**config.mk**
```make
export PLATFORM = sky130hd
export DESIGN_NAME = reset_bus_ctl
export DESIGN_NICKNAME = d
export VERILOG_FILES = /design/src/reset_bus_pkg.sv /design/src/pin_sync.sv /design/src/reset_bus_ctl.sv
export SDC_FILE = /design/constraint.sdc
export NUM_CORES = 1
export LEC_CHECK = 0
export BUFFER_PORTS_ARGS = -buffer_cell sky130_fd_sc_hd__buf_2
export CORE_MARGIN = 2
export CORE_UTILIZATION = 49
export DETAILED_ROUTE_END_ITERATION = 10
export PLACE_DENSITY = 0.79
export SYNTH_ARGS = -nofsm -noshare
export SYNTH_HDL_FRONTEND = slang
export SYNTH_HIERARCHICAL = 1
export SYNTH_SLANG_ARGS = --single-unit
```
**constraint.sdc**
```tcl
create_clock -name i_clock -period 2.6 [get_ports i_clock]
set_input_delay 0 -clock i_clock [delete_from_list [all_inputs] [get_ports i_clock]]
set_output_delay 0 -clock i_clock [all_outputs]
set_load 0.005 [all_outputs]
```
**src/reset_bus_pkg.sv**
```systemverilog
// shared types and constants for the reset intake and bus-state control block
// assumes one 100 MHz clock; the core bus request comes from logic on that clock
package reset_bus_pkg;
   localparam int AD_WIDTH = 16;
   localparam int UPPER_WIDTH = 3;
   localparam int SYNC_STAGES = 2;
   localparam int SYNC_WIDTH = 2;
   // synchroniser lane positions
   localparam int SYNC_RESET_BIT = 0;
   localparam int SYNC_STRAP_BIT = 1;
   // values after reset: reset seen active, strap idle high
   localparam logic [SYNC_WIDTH-1:0] SYNC_RESET_VAL = 2'h2;
   localparam logic [AD_WIDTH-1:0] AD_ZERO = 16'h0000;
   localparam logic [UPPER_WIDTH-1:0] UPPER_ZERO = 3'h0;
   // float cycles before release, so the synced strap lane shows a pulled-up pin level
   localparam logic [1:0] FLOAT_SETTLE = 2'h2;

   typedef enum logic [1:0] {st_run, st_park, st_float} seq_state_t;

   // request from the core's bus unit, one cycle of bus timing per clock
   typedef struct packed {
      logic active;
      logic is_read;
      logic is_write;
      logic ale;
      logic t1;
      logic halt;
      logic powerdown;
      logic idle;
      logic lock;
      logic ad_en;
      logic [AD_WIDTH-1:0] ad;
      logic [UPPER_WIDTH-1:0] upper;
      logic top_addr;
   } core_bus_t;

   // pin-side drive; every two-way pin has value and enable
   typedef struct packed {
      logic [AD_WIDTH-1:0] ad_out;
      logic ad_oe;
      logic [UPPER_WIDTH-1:0] upper_out;
      logic upper_oe;
      logic strap_out;
      logic strap_oe;
      logic lock_n_out;
      logic lock_oe;
      logic rd_n;
      logic wr_n;
      logic ale;
      logic ctl_oe;
      logic pullup_en;
   } bus_pins_t;

   localparam bus_pins_t PINS_RESET = '{
      ad_out: AD_ZERO, ad_oe: 1'b0, upper_out: UPPER_ZERO, upper_oe: 1'b0,
      strap_out: 1'b1, strap_oe: 1'b0, lock_n_out: 1'b1, lock_oe: 1'b0,
      rd_n: 1'b1, wr_n: 1'b1, ale: 1'b0, ctl_oe: 1'b0, pullup_en: 1'b1};
endpackage : reset_bus_pkg

```
**src/pin_sync.sv**
```systemverilog
// multi-bit two flip-flop synchroniser for asynchronous pin levels
// assumes each lane is an independent level; no word coherence is given
`timescale 1ns/1ps
module pin_sync
   import reset_bus_pkg::*;
#(
   parameter logic [SYNC_WIDTH-1:0] RST_VAL = SYNC_RESET_VAL
) (
   // clock and reset
   input wire logic i_clock,
   input wire logic i_rst_n,
   // levels
   input wire logic [SYNC_WIDTH-1:0] i_async,
   output logic [SYNC_WIDTH-1:0] o_sync
);
   logic [SYNC_STAGES-1:0][SYNC_WIDTH-1:0] stage_reg;

   // first stage feeds only the second
   always_ff @(posedge i_clock or negedge i_rst_n) begin
      if (!i_rst_n) begin
         stage_reg <= {SYNC_STAGES{RST_VAL}};
      end else begin
         stage_reg <= {stage_reg[SYNC_STAGES-2:0], i_async};
      end
   end

   assign o_sync = stage_reg[SYNC_STAGES-1];
endmodule : pin_sync

```
**src/reset_bus_ctl.sv**
```systemverilog
// reset intake and bus pin state control for the processor bus unit
// assumes the reset pin and the strap input are asynchronous pins,
// and the core bus request arrives on i_clock
`timescale 1ns/1ps
module reset_bus_ctl
   import reset_bus_pkg::*;
(
   // clock and power-on reset
   input wire logic i_clock,
   input wire logic i_rst_n,
   // pins sampled from outside
   input wire logic i_reset_in_n,
   input wire logic i_top_addr_strap_pin,
   // core bus unit
   input wire core_bus_t i_core,
   output logic o_core_rst_n,
   output logic o_bus_abort,
   output logic o_test_float_mode,
   // pin drive
   output bus_pins_t o_pins
);
   typedef struct packed {
      seq_state_t state;
      logic core_rst_n;
      logic abort;
      logic test_float_mode;
      logic last_read;
      logic [1:0] float_cnt;
      bus_pins_t pins;
   } ctl_state_t;

   localparam ctl_state_t STATE_RESET = '{
      state: st_float, core_rst_n: 1'b0, abort: 1'b0, test_float_mode: 1'b0,
      last_read: 1'b0, float_cnt: 2'h0, pins: PINS_RESET};

   ctl_state_t s_reg;
   ctl_state_t s_next;
   logic [SYNC_WIDTH-1:0] sync_out;
   logic in_reset;
   logic strap_low;
   logic low_power;
   logic halt_case;

   pin_sync #(
      .RST_VAL(SYNC_RESET_VAL)
   ) u_sync (
      .i_clock(i_clock),
      .i_rst_n(i_rst_n),
      .i_async({i_top_addr_strap_pin, i_reset_in_n}),
      .o_sync(sync_out)
   );

   assign in_reset = !sync_out[SYNC_RESET_BIT];
   assign strap_low = !sync_out[SYNC_STRAP_BIT];
   assign low_power = i_core.powerdown || i_core.idle;
   assign halt_case = (s_reg.state == st_run) && !in_reset && !s_reg.test_float_mode
      && !low_power && i_core.halt;

   always_comb begin
      s_next = s_reg;
      s_next.abort = 1'b0;
      unique case (s_reg.state)
         st_run: begin
            if (in_reset) begin
               s_next.state = st_park;
               s_next.abort = i_core.active;
               s_next.test_float_mode = 1'b0;
            end
         end
         st_park: begin
            s_next.state = st_float;
            s_next.float_cnt = 2'h0;
         end
         st_float: begin
            // the strap lane lags the pin by the sync depth; a short pulse would
            // otherwise latch the address bit this block drove on that pin in run
            if (s_reg.float_cnt != FLOAT_SETTLE) begin
               s_next.float_cnt = s_reg.float_cnt + 2'h1;
            end
            if (!in_reset && s_reg.float_cnt == FLOAT_SETTLE) begin
               s_next.state = st_run;
               // strap level as seen with the release edge, same sync depth
               s_next.test_float_mode = strap_low;
            end
         end
      endcase
      s_next.core_rst_n = (s_next.state == st_run);
      if (s_reg.state == st_run && i_core.active && (i_core.is_read || i_core.is_write)) begin
         s_next.last_read = i_core.is_read;
      end
      if (s_next.state != st_run) begin
         s_next.last_read = 1'b0;
      end

      // pin drive for the coming cycle
      s_next.pins = PINS_RESET;
      s_next.pins.pullup_en = 1'b0;
      s_next.pins.ad_out = s_reg.pins.ad_out;
      unique case (s_next.state)
         st_park: begin
            // controls inactive for one cycle before they float
            s_next.pins.ctl_oe = 1'b1;
            s_next.pins.lock_oe = 1'b1;
         end
         st_float: begin
            s_next.pins.pullup_en = 1'b1;
         end
         st_run: begin
            if (s_next.test_float_mode) begin
               // every output floats until the next reset
               s_next.pins.pullup_en = 1'b0;
            end else if (low_power) begin
               s_next.pins.ad_out = AD_ZERO;
               s_next.pins.ad_oe = 1'b1;
               s_next.pins.upper_out = UPPER_ZERO;
               s_next.pins.upper_oe = 1'b1;
               s_next.pins.strap_out = 1'b0;
               s_next.pins.strap_oe = 1'b1;
               s_next.pins.ctl_oe = 1'b1;
               s_next.pins.lock_oe = 1'b1;
            end else if (i_core.halt) begin
               // address content is invalid; old value is kept on the lines
               s_next.pins.ad_oe = !(i_core.t1 && s_reg.last_read);
               s_next.pins.upper_out = s_reg.pins.upper_out;
               s_next.pins.upper_oe = 1'b1;
               s_next.pins.strap_out = s_reg.pins.strap_out;
               s_next.pins.strap_oe = 1'b1;
               s_next.pins.ctl_oe = 1'b1;
               s_next.pins.lock_oe = 1'b1;
            end else begin
               s_next.pins.ad_out = i_core.ad;
               s_next.pins.ad_oe = i_core.ad_en;
               s_next.pins.upper_out = i_core.upper;
               s_next.pins.upper_oe = 1'b1;
               s_next.pins.strap_out = i_core.top_addr;
               s_next.pins.strap_oe = 1'b1;
               s_next.pins.lock_n_out = !i_core.lock;
               s_next.pins.lock_oe = 1'b1;
               s_next.pins.rd_n = !(i_core.active && i_core.is_read);
               s_next.pins.wr_n = !(i_core.active && i_core.is_write);
               s_next.pins.ale = i_core.ale;
               s_next.pins.ctl_oe = 1'b1;
            end
         end
      endcase
   end

   // async reset loads constants only; the pin reset arrives via the synchroniser
   always_ff @(posedge i_clock or negedge i_rst_n) begin
      if (!i_rst_n) begin
         s_reg <= STATE_RESET;
      end else begin
         s_reg <= s_next;
      end
   end

   assign o_core_rst_n = s_reg.core_rst_n;
   assign o_bus_abort = s_reg.abort;
   assign o_test_float_mode = s_reg.test_float_mode;
   assign o_pins = s_reg.pins;

   // checks
   a_reset_holds_core: assert property (@(posedge i_clock) disable iff (!i_rst_n)
      in_reset |=> !o_core_rst_n)
      else $error("core left reset while the reset pin was active");

   a_pin_reset_latency: assert property (@(posedge i_clock) disable iff (!i_rst_n)
      $fell(i_reset_in_n) |-> ##[2:4] !o_core_rst_n)
      else $error("reset pin low not seen by the core within four cycles");

   a_release_synced: assert property (@(posedge i_clock) disable iff (!i_rst_n)
      $rose(o_core_rst_n) |-> $past(sync_out[SYNC_RESET_BIT]) && $past(s_reg.state == st_float))
      else $error("core released without a synchronised deassertion");

   a_abort_then_float: assert property (@(posedge i_clock) disable iff (!i_rst_n)
      (s_reg.state == st_run) && in_reset && i_core.active |=>
      o_bus_abort && o_pins.ctl_oe && o_pins.rd_n && o_pins.wr_n && !o_pins.ad_oe
      ##1 !o_pins.ctl_oe && !o_pins.lock_oe)
      else $error("bus cycle not parked and floated on reset");

   a_reset_pullups: assert property (@(posedge i_clock) disable iff (!i_rst_n)
      in_reset ##1 in_reset |=> o_pins.pullup_en && !o_pins.lock_oe && !o_pins.upper_oe
      && !o_pins.strap_oe)
      else $error("lock, strap or upper address pins driven during reset");

   a_strap_sample: assert property (@(posedge i_clock) disable iff (!i_rst_n)
      $rose(o_core_rst_n) |-> o_test_float_mode == !$past(sync_out[SYNC_STRAP_BIT]))
      else $error("test float mode does not match strap level at release");

   a_strap_from_pullup: assert property (@(posedge i_clock) disable iff (!i_rst_n)
      $rose(o_core_rst_n) |-> $past(o_pins.pullup_en, 3))
      else $error("strap level taken while the strap pin was not released");

   a_test_float_cleared: assert property (@(posedge i_clock) disable iff (!i_rst_n)
      $fell(o_core_rst_n) |-> !o_test_float_mode)
      else $error("test float mode kept after a new reset");

   a_abort_one_cycle: assert property (@(posedge i_clock) disable iff (!i_rst_n)
      o_bus_abort |=> !o_bus_abort)
      else $error("bus abort pulse longer than one cycle");

   a_test_float_quiet: assert property (@(posedge i_clock) disable iff (!i_rst_n)
      o_test_float_mode |-> !o_pins.ad_oe && !o_pins.ctl_oe && !o_pins.upper_oe)
      else $error("outputs driven in test float mode");

   a_halt_ad_float: assert property (@(posedge i_clock) disable iff (!i_rst_n)
      halt_case |=> o_pins.ad_oe == !($past(i_core.t1) && $past(s_reg.last_read)))
      else $error("muxed lines wrong in halt T1");

   a_halt_ctl_idle: assert property (@(posedge i_clock) disable iff (!i_rst_n)
      halt_case |=> o_pins.ctl_oe && o_pins.rd_n && o_pins.wr_n && !o_pins.ale
      && o_pins.lock_n_out)
      else $error("control output active during halt");

   a_low_power_zero: assert property (@(posedge i_clock) disable iff (!i_rst_n)
      (s_reg.state == st_run) && !in_reset && !s_reg.test_float_mode && low_power |=>
      o_pins.ad_oe && o_pins.ad_out == AD_ZERO && o_pins.upper_out == UPPER_ZERO
      && o_pins.upper_oe)
      else $error("address lines not zero in powerdown or idle");

   c_warm_abort: cover property (@(posedge i_clock) disable iff (!i_rst_n)
      o_bus_abort ##1 o_pins.pullup_en);
   c_test_float_entry: cover property (@(posedge i_clock) disable iff (!i_rst_n)
      $rose(o_test_float_mode));
   c_halt_after_read: cover property (@(posedge i_clock) disable iff (!i_rst_n)
      halt_case && i_core.t1 && s_reg.last_read);
   c_low_power: cover property (@(posedge i_clock) disable iff (!i_rst_n)
      o_core_rst_n && low_power);
endmodule : reset_bus_ctl

```
# Word-level counts from Yosys, hierarchy flattened
# Index checks and enable logic that the tools add are counted.
[op_classes] n_reduce_logical=20 n_mux=24 eq_ne=9 n_addsub=1 bitwise_logic=1
[ops] op="$mux 23" n=1
[ops] op="$mux 16" n=1
[ops] op="$mux 13" n=1
[ops] op="$mux 3" n=3
[ops] op="$mux 2" n=4
[ops] op="$mux 8" n=1
[ops] op="$mux 1" n=7
[ops] op="$mux 7" n=1
[ops] op="$eq 2x2->1 const B" n=3
[ops] op="$logic_and 1x1->1" n=6
[ops] op="$pmux 1 s2" n=3
[ops] op="$pmux 2 s3" n=1
[ops] op="$reduce_bool 2->1" n=3
[ops] op="$logic_not 1->1" n=5
[ops] op="$eq 2x1->1 const B" n=2
[ops] op="$logic_not 2->1" n=2
[ops] op="$ne 2x2->1 const B" n=2
[ops] op="$ne 4x3->1 const B" n=1
[ops] op="$pmux 2 s2" n=1
[ops] op="$reduce_and 3->1" n=1
[ops] op="$add 2x1->2 const B" n=1
[ops] op="$logic_or 1x1->1" n=2
[ops] op="$ne 2x1->1 const B" n=1
[ops] op="$reduce_and 2->1" n=1
[ops] op="$not 1->1" n=1
[totals] out_inout_bits=33 ff_bits=42 input_bits=34

# Logic depth before layout (Yosys ltp)
# Gate-level depths: netlist of the first run.
[depth] ltp_word=6 depth_mapped=8 mapped_depth_nobuf=8

# Hierarchy
# Netlist of the first run, hierarchy kept.
[modules_own_cells] module="reset_bus_ctl" cells_per_inst=147 instances=1 area_per_inst_um2=1716.6
[modules_own_cells] module="pin_sync" cells_per_inst=6 instances=1 area_per_inst_um2=117.6

# Least setup slack after synthesis of the first run
# Ideal clock, no wire load.
[synth_timing] path_type="reg-to-reg" start="reg s_reg[37] (netlist name)" end="reg s_reg (netlist bit o_pins[14])" slack_ns=0.349 arrival_time_ns=2.130 path_stages_with_launch=9 setup_ns=0.121 path_cell_list="dfstp_2 > inv_1 > ha_1 > nand2_1 > o31ai_1 > a311o_4 > a211o_4 > buf_6 > a22o_1"
[synth_between] elab_chain_cells=4 word_cells_on_any_way=10 cone_classes="eq/ne: 2; mux: 4; bitwise: 1; reduce/logical: 3"
[synth_lines] element="start: declaration" line="reset_bus_ctl.sv:36" source="ctl_state_t s_reg;"
[synth_lines] element="start signal: assignment" line="reset_bus_ctl.sv:153" source="s_reg <= s_next;"
[synth_lines] element="$eq 2x2->1 (tied with other cells)" line="reset_bus_ctl.sv:62" source="unique case (s_reg.state)"
[synth_lines] element="$pmux 2 s3 or $pmux 1 s2 (tied branches)" line="reset_bus_ctl.sv:62"
[synth_lines] element="$logic_not 2->1 or $not 1->1 (tied branches)"
[synth_lines] element="$reduce_and 3->1 (no line) (*)"
# Every way passes the cells marked *; elsewhere a longest branch is shown, timed or not.
# A chain may end at the register's enable or synchronous reset.

# Worst setup path after layout of the first run
[layout_timing] start="reg s_reg[37] (netlist name)" end="reg s_reg (netlist bit o_pins[20])"
# Same word-level chain as after synthesis.

==> out/metrics.yaml, run 1 <==
layout_worst_path_cycle_share: 0.907
numClockSinks: 40
grt_start_max_net_pins: 41
critPathArrivalTime_ns: 2.52
htree_num_levels: 2
drive_above_1_share: 0.415
initial_core_util: 0.505
timing.critical_path.max_delay_family: "compound AO/OA/AOI/OAI gates"
die_h_um: 65.2
postSynthAreaPerCell_um2: 12.0
number_of_synthesis_warnings: 6
ys_seq_area_frac: 0.551
status: "completed"
placedInstanceArea_um2: 1970
p_per_cell_area_nw_per_um2: 910
start_kind: "flip-flop"
fp.coreArea_um2: 3630
synth_top_area_share: 0.437
multi_input_area_um2: 532
post_cts.repair.setup_buffers: 0
synth.area.top_cells: "sky130_fd_sc_hd__dfrtp_1 (44%), sky130_fd_sc_hd__buf_4 (13%), sky130_fd_sc_hd__dfstp_2 (11%)"
critical_path_required_ns: 2.76
fin_ws_ns: 0.242
synth_top_family_by_area: "buffers and inverters"
num-fill-cells: 291
first_pass_iters: 4
gp_congestion: 0.817
synth_area_um2: 1830
layout-area-overhead-vs-synth_pct: 26.4
number_of_enable_flip_flop_cells_after_synthesis: 0
synth-simple-area-share: 0.0757
placementRows: 22
worst_path_max_delay_cell: "sky130_fd_sc_hd__dfstp_2"
buffers_on_ports: 66
period_needed_ns: 2.36
synth_compound_gate_area_share: 0.155
die_w_um: 65.2
clock.fmax_mhz: 424
timing_worst_slew_pin_value_ns: 0.848
synth_xor_xnor_area_share: 0.00477
tritoncts: "done"
maxSlewHeadroom: 0.435
cp_cell_sequence: "inv_1 > ha_1 > nand2_1 > o31ai_1 > a311o_4 > a211o_4 > a22o_1"
largest_register_ff_count: 28
worstHoldPathType: "in2reg"
timing.final.hold_violations: 0
largest_fanout_on_the_critical_path: 16
number_of_clock_buffers_inserted_by_tritoncts: 5
synth_adder_area_share: 0.0273
post-route-drc-count: 0
final-max-slew-violation-count: 0
ctsRootBufferMaster: "sky130_fd_sc_hd__clkbuf_8"
grt_util_all_layers: 0.182
grt_antenna_before_repair: 0
primary_ff_master_synth: "sky130_fd_sc_hd__dfrtp_1"
critical-path-max-stage-delay_ns: 0.57
global_route.overflow_total: 0
first_global_vias: 1287
cell_accounting_for_the_most_synthesized_area: "sky130_fd_sc_hd__dfrtp_1"
die_area_um2: 4250
ctsLongestPathBuffers: 2
synthesis_stage_register_bit_count: 40
timing_worst_setup_path_type: "reg2reg"
path_clk_slew_ns: 0.08
route.detailed.vias_per_inst: 4.88
finalSetupTns_ns: 0
synth-async-reset-ratio: 1.00
ir_drop_mv: 0.470
area.sequential_um2: 1010
floorplan.io_pins: 67
maxCapViolations: 0
worstPathBufferInverterCount: 1
drt.antenna.violating_nets: 0
timing.final.setup_violations: 0
post_synth_most_frequent_cells: "sky130_fd_sc_hd__buf_4 (32), sky130_fd_sc_hd__dfrtp_1 (32), sky130_fd_sc_hd__a22o_1 (16)"
synth_cell_type_count: 35
design.final.nets: 254
first_pass_grt_wire_length_mm: 5.86
dp_slack_ns: 0.282
wl_per_cell_um: 14.1
clock-skew-final_ns: 0.0105
routed_wirelength_mm: 3.74
syn_inst: 153
rsz0062_at_grt: "no"
synth.area.mux_share: 0.0225
clk_latency_ns: 0.29
dr.first_iter.drc_count: 91
antenna_cells_inserted: 0
via_count: 1292
leak_pwr_nw: 1.20
place.detailed.hpwl_mm: 2.32
postSynthNetCount: 191
worstSetupEndpointType: "flip-flop"
area_of_all_placed_cells_without_fillers_um2: 2320
cells by family after synthesis:
group / count (synthesis)
AND/OR/NAND/NOR: 26
flip-flops: 40
adder cells (fa/ha/maj): 4
AO/OA/AOI/OAI: 33
buffers and inverters: 45
XOR/XNOR: 1
multiplexers: 4
worst register-to-register path, stage by stage, from the launching register on:
cell and delay, ns:
sky130_fd_sc_hd__dfstp_2 0.57, sky130_fd_sc_hd__inv_1 0.08, sky130_fd_sc_hd__ha_1 0.34, sky130_fd_sc_hd__nand2_1 0.09, sky130_fd_sc_hd__o31ai_1 0.09, sky130_fd_sc_hd__a311o_4 0.43, sky130_fd_sc_hd__a211o_4 0.41, sky130_fd_sc_hd__a22o_1 0.22
routing by layer:
metal  track usage  part of all wire
met1         0.220              0.42
met2         0.315              0.52
met3        0.0479             0.049
met4        0.0625             0.013
met5             0                 0
final cells by class:
type | instances | area share
well taps | 48 | 0.0259
clock buffers | 5 | 0.0297
inverters | 8 | 0.0130
clock inverters | 3 | 0.00809
multi-input cells | 68 | 0.229
repair buffers | 93 | 0.258
flip-flops and latches | 40 | 0.436
worst paths after layout:
kind	from	to	slack, ns	cells past startpoint
setup / recovery	s_reg[37]	o_pins[20]	0.24	7
hold reg to reg	u_sync/stage_reg[0]	u_sync/o_sync[0]	0.35	0
setup reg to reg	s_reg[37]	o_pins[20]	0.24	7
hold / removal	i_core[3]	o_pins[12]	0.03	3
min in group asynchronous	i_rst_n	s_reg[32]	0.36	2
max in group asynchronous	i_rst_n	o_pins[20]	1.71	2
through the flow:
step | total power [mW] | util | std cells | hold WS [ns]
global route | 2.26 | 0.638 | 265 | 0.0537
CTS | 2.11 | 0.638 | 265 | 0.0216
global placement | 1.66 | 0.542 | 231 | 0.107
detailed placement | 1.68 | 0.542 | 231 | 0.110
finish | 2.11 | 0.638 | 265 | 0.0289
floorplan | 1.59 | - | 153 | -0.296
what timing repair did:
action,CTS,global route
hold buffers,26,0
endpoints found under the setup margin,0,0
gates resized for setup,0,0
hold endpoints to repair,57,0
placed cells by master (no fill, tap or decap), types with 2 or more instances in the layout:
cell type and count:
sky130_fd_sc_hd__buf_2 66, sky130_fd_sc_hd__dfrtp_1 32, sky130_fd_sc_hd__dlygate4sd3_1 26, sky130_fd_sc_hd__a22o_1 16, sky130_fd_sc_hd__dfstp_2 8, sky130_fd_sc_hd__inv_1 7
sky130_fd_sc_hd__nand2_1 7, sky130_fd_sc_hd__nor2_1 5, sky130_fd_sc_hd__nand3_1 5, sky130_fd_sc_hd__clkbuf_8 5, sky130_fd_sc_hd__ha_1 4, sky130_fd_sc_hd__a21oi_1 3
sky130_fd_sc_hd__o21ai_0 3, sky130_fd_sc_hd__mux2i_1 3, sky130_fd_sc_hd__nor4_1 3, sky130_fd_sc_hd__and2_1 2, sky130_fd_sc_hd__clkinv_2 2
power breakdown:
part / switching (mW) / internal [mW]
logic: 0.438 / 0.383
clock network: 0.208 / 0.187
registers: 0.0892 / 0.805
total: 0.735 / 1.37
Power figures use the tool's default switching activity.
==> run 2, diff against run 1 <==
--- a/config.mk
+++ b/config.mk
@@ -7,10 +7,10 @@
 export LEC_CHECK = 0
 export BUFFER_PORTS_ARGS = -buffer_cell sky130_fd_sc_hd__buf_2
 export CORE_MARGIN = 2
-export CORE_UTILIZATION = 49
+export CORE_UTILIZATION = 48
 export DETAILED_ROUTE_END_ITERATION = 10
-export PLACE_DENSITY = 0.79
+export PLACE_DENSITY = 0.78
+export SKIP_LAST_GASP = 1
 export SYNTH_ARGS = -nofsm -noshare
 export SYNTH_HDL_FRONTEND = slang
-export SYNTH_HIERARCHICAL = 1
 export SYNTH_SLANG_ARGS = --single-unit
==> run 2 against run 1 <==
  * Routed wire length fell by 7.7%
  * First-iteration DRC count fell by 34%
  * Combinational power fell by 6.3%
  * Sequential share of layout area rose by 0.36 points
  * Synthesized cell count fell by 1.3%
  * Highest routed layer unchanged
  * Critical path type unchanged
  * Via count fell by 1.1%
  * Final area fell by 0.81%
  * Final cell count fell by 0.38%
  * Largest power group unchanged
==> out/metrics.yaml, run 2 <==
largest_register_ff_count: 28  # unchanged
first_global_vias: 1261  # -2.0%
leak_pwr_nw: 1.17  # -3.0%
ctsResizeCount: 0  # unchanged
placedInstanceArea_um2: 1960  # -0.63%
fp.coreArea_um2: 3660  # +0.76%
cp.depth: 7  # unchanged
layout_worst_path_cycle_share: 0.893  # -0.0142
antenna_cells_inserted: 0  # unchanged
clk_latency_ns: 0.28  # about the same
route.detailed.vias_per_inst: 4.84  # -0.71%
number_of_clock_buffers_inserted_by_tritoncts: 5  # unchanged
critPathArrivalTime_ns: 2.49  # -0.03 ns
global_route.overflow_total: 0  # unchanged
initial_core_util: 0.497  # -0.00824
mostFrequentLayoutCell: "sky130_fd_sc_hd__buf_2"
primary_ff_master_synth: "sky130_fd_sc_hd__dfrtp_1"
stdcell_count: 264  # -0.38%
num-fill-cells: 294  # +1.0%
synth-async-reset-ratio: 1.00  # unchanged
maxCapViolations: 0  # unchanged
routed_wirelength_mm: 3.45  # -7.7%
grt_util_all_layers: 0.178  # -0.00470
timing_worst_slew_pin_value_ns: 0.825  # -0.0229 ns
synth_area_um2: 1820  # -0.89%
timing.final.hold_violations: 0  # unchanged
number_of_synthesis_warnings: 0  # -6
layout_common_cells: "sky130_fd_sc_hd__buf_2 (66), sky130_fd_sc_hd__dfrtp_1 (32), sky130_fd_sc_hd__dlygate4sd3_1 (26)"
die_h_um: 65.5  # +0.54%
critical_path_required_ns: 2.77  # about the same
via_count: 1278  # -1.1%
synth.area.top_cells: "sky130_fd_sc_hd__dfrtp_1 (44%), sky130_fd_sc_hd__buf_4 (12%), sky130_fd_sc_hd__dfstp_2 (12%)"
synth-simple-area-share: 0.0853  # +0.00962
synth_cell_type_count: 31  # -11%
gp_congestion: 0.769  # -5.9%
ir_drop_mv: 0.433  # -8.0%
cp_cell_sequence: "inv_1 > ha_1 > nor2_1 > a2bb2oi_2 > a311o_1 > a211o_4 > a22o_1"
worstHoldPathType: "in2reg"
clock.fmax_mhz: 431  # +1.6%
drive_above_1_share: 0.403  # -0.0120
period_needed_ns: 2.32  # -0.0369 ns
postSynthAreaPerCell_um2: 12.0  # +0.43%
syn_inst: 151  # -1.3%
layout-area-overhead-vs-synth_pct: 26.5  # about the same
dr.first_iter.drc_count: 60  # -34%
synthesis_stage_register_bit_count: 40  # unchanged
number_of_enable_flip_flop_cells_after_synthesis: 0  # unchanged
final-max-slew-violation-count: 0  # unchanged
die_area_um2: 4300  # +1.1%
rsz0062_at_grt: "no"
numClockSinks: 40  # unchanged
worstRegToRegCells: 7  # unchanged
grt_start_max_net_pins: 41  # unchanged
post-route-drc-count: 0  # unchanged
p_per_cell_area_nw_per_um2: 887  # -2.5%
synth_top_area_share: 0.440  # +0.00391
min_path_cells: 3  # unchanged
worstSetupEndpointType: "flip-flop"
first_pass_iters: 4  # unchanged
fin_worst_hold_slack_ns: 0.0307  # +0.00182 ns
postSynthNetCount: 189  # -1.0%
placementRows: 22  # unchanged
path_clk_slew_ns: 0.07  # about the same
buffers_on_ports: 66  # unchanged
finalSetupTns_ns: 0  # unchanged
synth_top_family_by_area: "buffers and inverters"
ys_seq_area_frac: 0.556  # +0.00493
synth_xor_xnor_area_share: 0  # -0.00477
ctsRootBufferMaster: "sky130_fd_sc_hd__clkbuf_8"
tritoncts: "done"
worst_path_max_delay_cell: "sky130_fd_sc_hd__dfstp_2"
finish.utilization: 0.628  # -0.00992
floorplan.io_pins: 67  # unchanged
design.final.nets: 253  # -0.39%
synth_adder_area_share: 0.0275  # +0.000244
timing.final.setup_violations: 0  # unchanged
maxSlewHeadroom: 0.450  # +0.0152
start_kind: "flip-flop"
clock-skew-final_ns: 0.00410  # -0.00640 ns
worstPathBufferInverterCount: 1  # unchanged
status: "completed"
yosys.cell_count.top_type: "sky130_fd_sc_hd__dfrtp_1"
power_mw: 2.04  # -3.3%
post-place-cells: 230  # -0.43%
htree_num_levels: 2  # unchanged
fin_ws_ns: 0.279  # +0.0369 ns
post_synth_most_frequent_cells: "sky130_fd_sc_hd__dfrtp_1 (32), sky130_fd_sc_hd__buf_4 (30), sky130_fd_sc_hd__a22o_1 (17)"
cell_accounting_for_the_most_synthesized_area: "sky130_fd_sc_hd__dfrtp_1"
timing_worst_setup_path_type: "reg2reg"
first_pass_grt_wire_length_mm: 5.66  # -3.4%
drt.antenna.violating_nets: 0  # unchanged
area_of_all_placed_cells_without_fillers_um2: 2300  # -0.81%
timing.critical_path.max_delay_family: "compound AO/OA/AOI/OAI gates"
place.detailed.hpwl_mm: 2.39  # +3.2%
critical-path-max-stage-delay_ns: 0.55  # -0.02 ns
die_w_um: 65.5  # +0.54%
grt_antenna_before_repair: 0  # unchanged
ctsLongestPathBuffers: 2  # unchanged
wl_per_cell_um: 13.1  # -7.3%
dp_slack_ns: 0.285  # +0.00329 ns
synth_compound_gate_area_share: 0.149  # -0.00550
synth.area.mux_share: 0.0227  # +0.000201
largest_fanout_on_the_critical_path: 16  # unchanged
run 2: changes by cell type in the layout (fill, tap and decap cells not counted), sizes merged, moves of 2 or more:
cell and delta:
nand2b +2, clkbuf +2, inv -2, clkinv -2
run 2: cell families (layout without fill, tap and decap cells):
family	count (synthesis)	in the layout
buffers and inverters	42	107
AOI/OAI and AO/OA	32	32
DFF	40	40
and+or+nand+nor	29	29
muxes	4	4
adders and majority gates	4	4
run 2: path summary, 6_finish.rpt:
kind	from	end	slack, ns
hold reg to reg	u_sync.stage_reg[0]	u_sync.o_sync[0]	0.35
setup / recovery	s_reg[37]	o_pins[23]	0.28
min in group asynchronous	i_rst_n	o_pins[26]	0.35
setup reg to reg	s_reg[37]	o_pins[23]	0.28
hold / removal	i_core[2]	o_pins[11]	0.03
max in group asynchronous	i_rst_n	o_pins[10]	1.73
run 2: cell type report:
class	instances	area, um2	share of cell area
well taps	48	60.1	0.0261
repair buffers	93	598	0.260
clock buffers	7	76.3	0.0332
inverters	6	22.5	0.00979
clock inverters	1	5.00	0.00218
flip-flops and latches	40	1010	0.440
multi-input cells	69	527	0.229
run 2: what timing repair did:
| action | in CTS | in global routing |
|---|---|---|
| hold buffers | 26 | 0 |
| endpoints found under the hold margin | 58 | 0 |
| buffers inserted | 0 | 0 |
run 2: power by group:
part	internal, mW	switching (mW)
registers	0.805	0.0864
logic	0.364	0.406
clock network	0.188	0.190
total	1.36	0.683
run 2: metal layers:
metal,global-route usage,up-vias,part of all wire
li1,-,625,-
met1,0.219,595,0.42
met2,0.290,54,0.50
met3,0.0514,4,0.066
met4,0.0781,0,0.015
met5,0,-,0
run 2: worst reg2reg max path, delay by kind of cell, from the launching register on:
kind,cells,cell delay [ns]
AO/OA/AOI/OAI,4,1.15
adder cells (fa/ha/maj),1,0.37
buffers and inverters,1,0.08
flip-flops,1,0.55
AND/OR/NAND/NOR,1,0.07
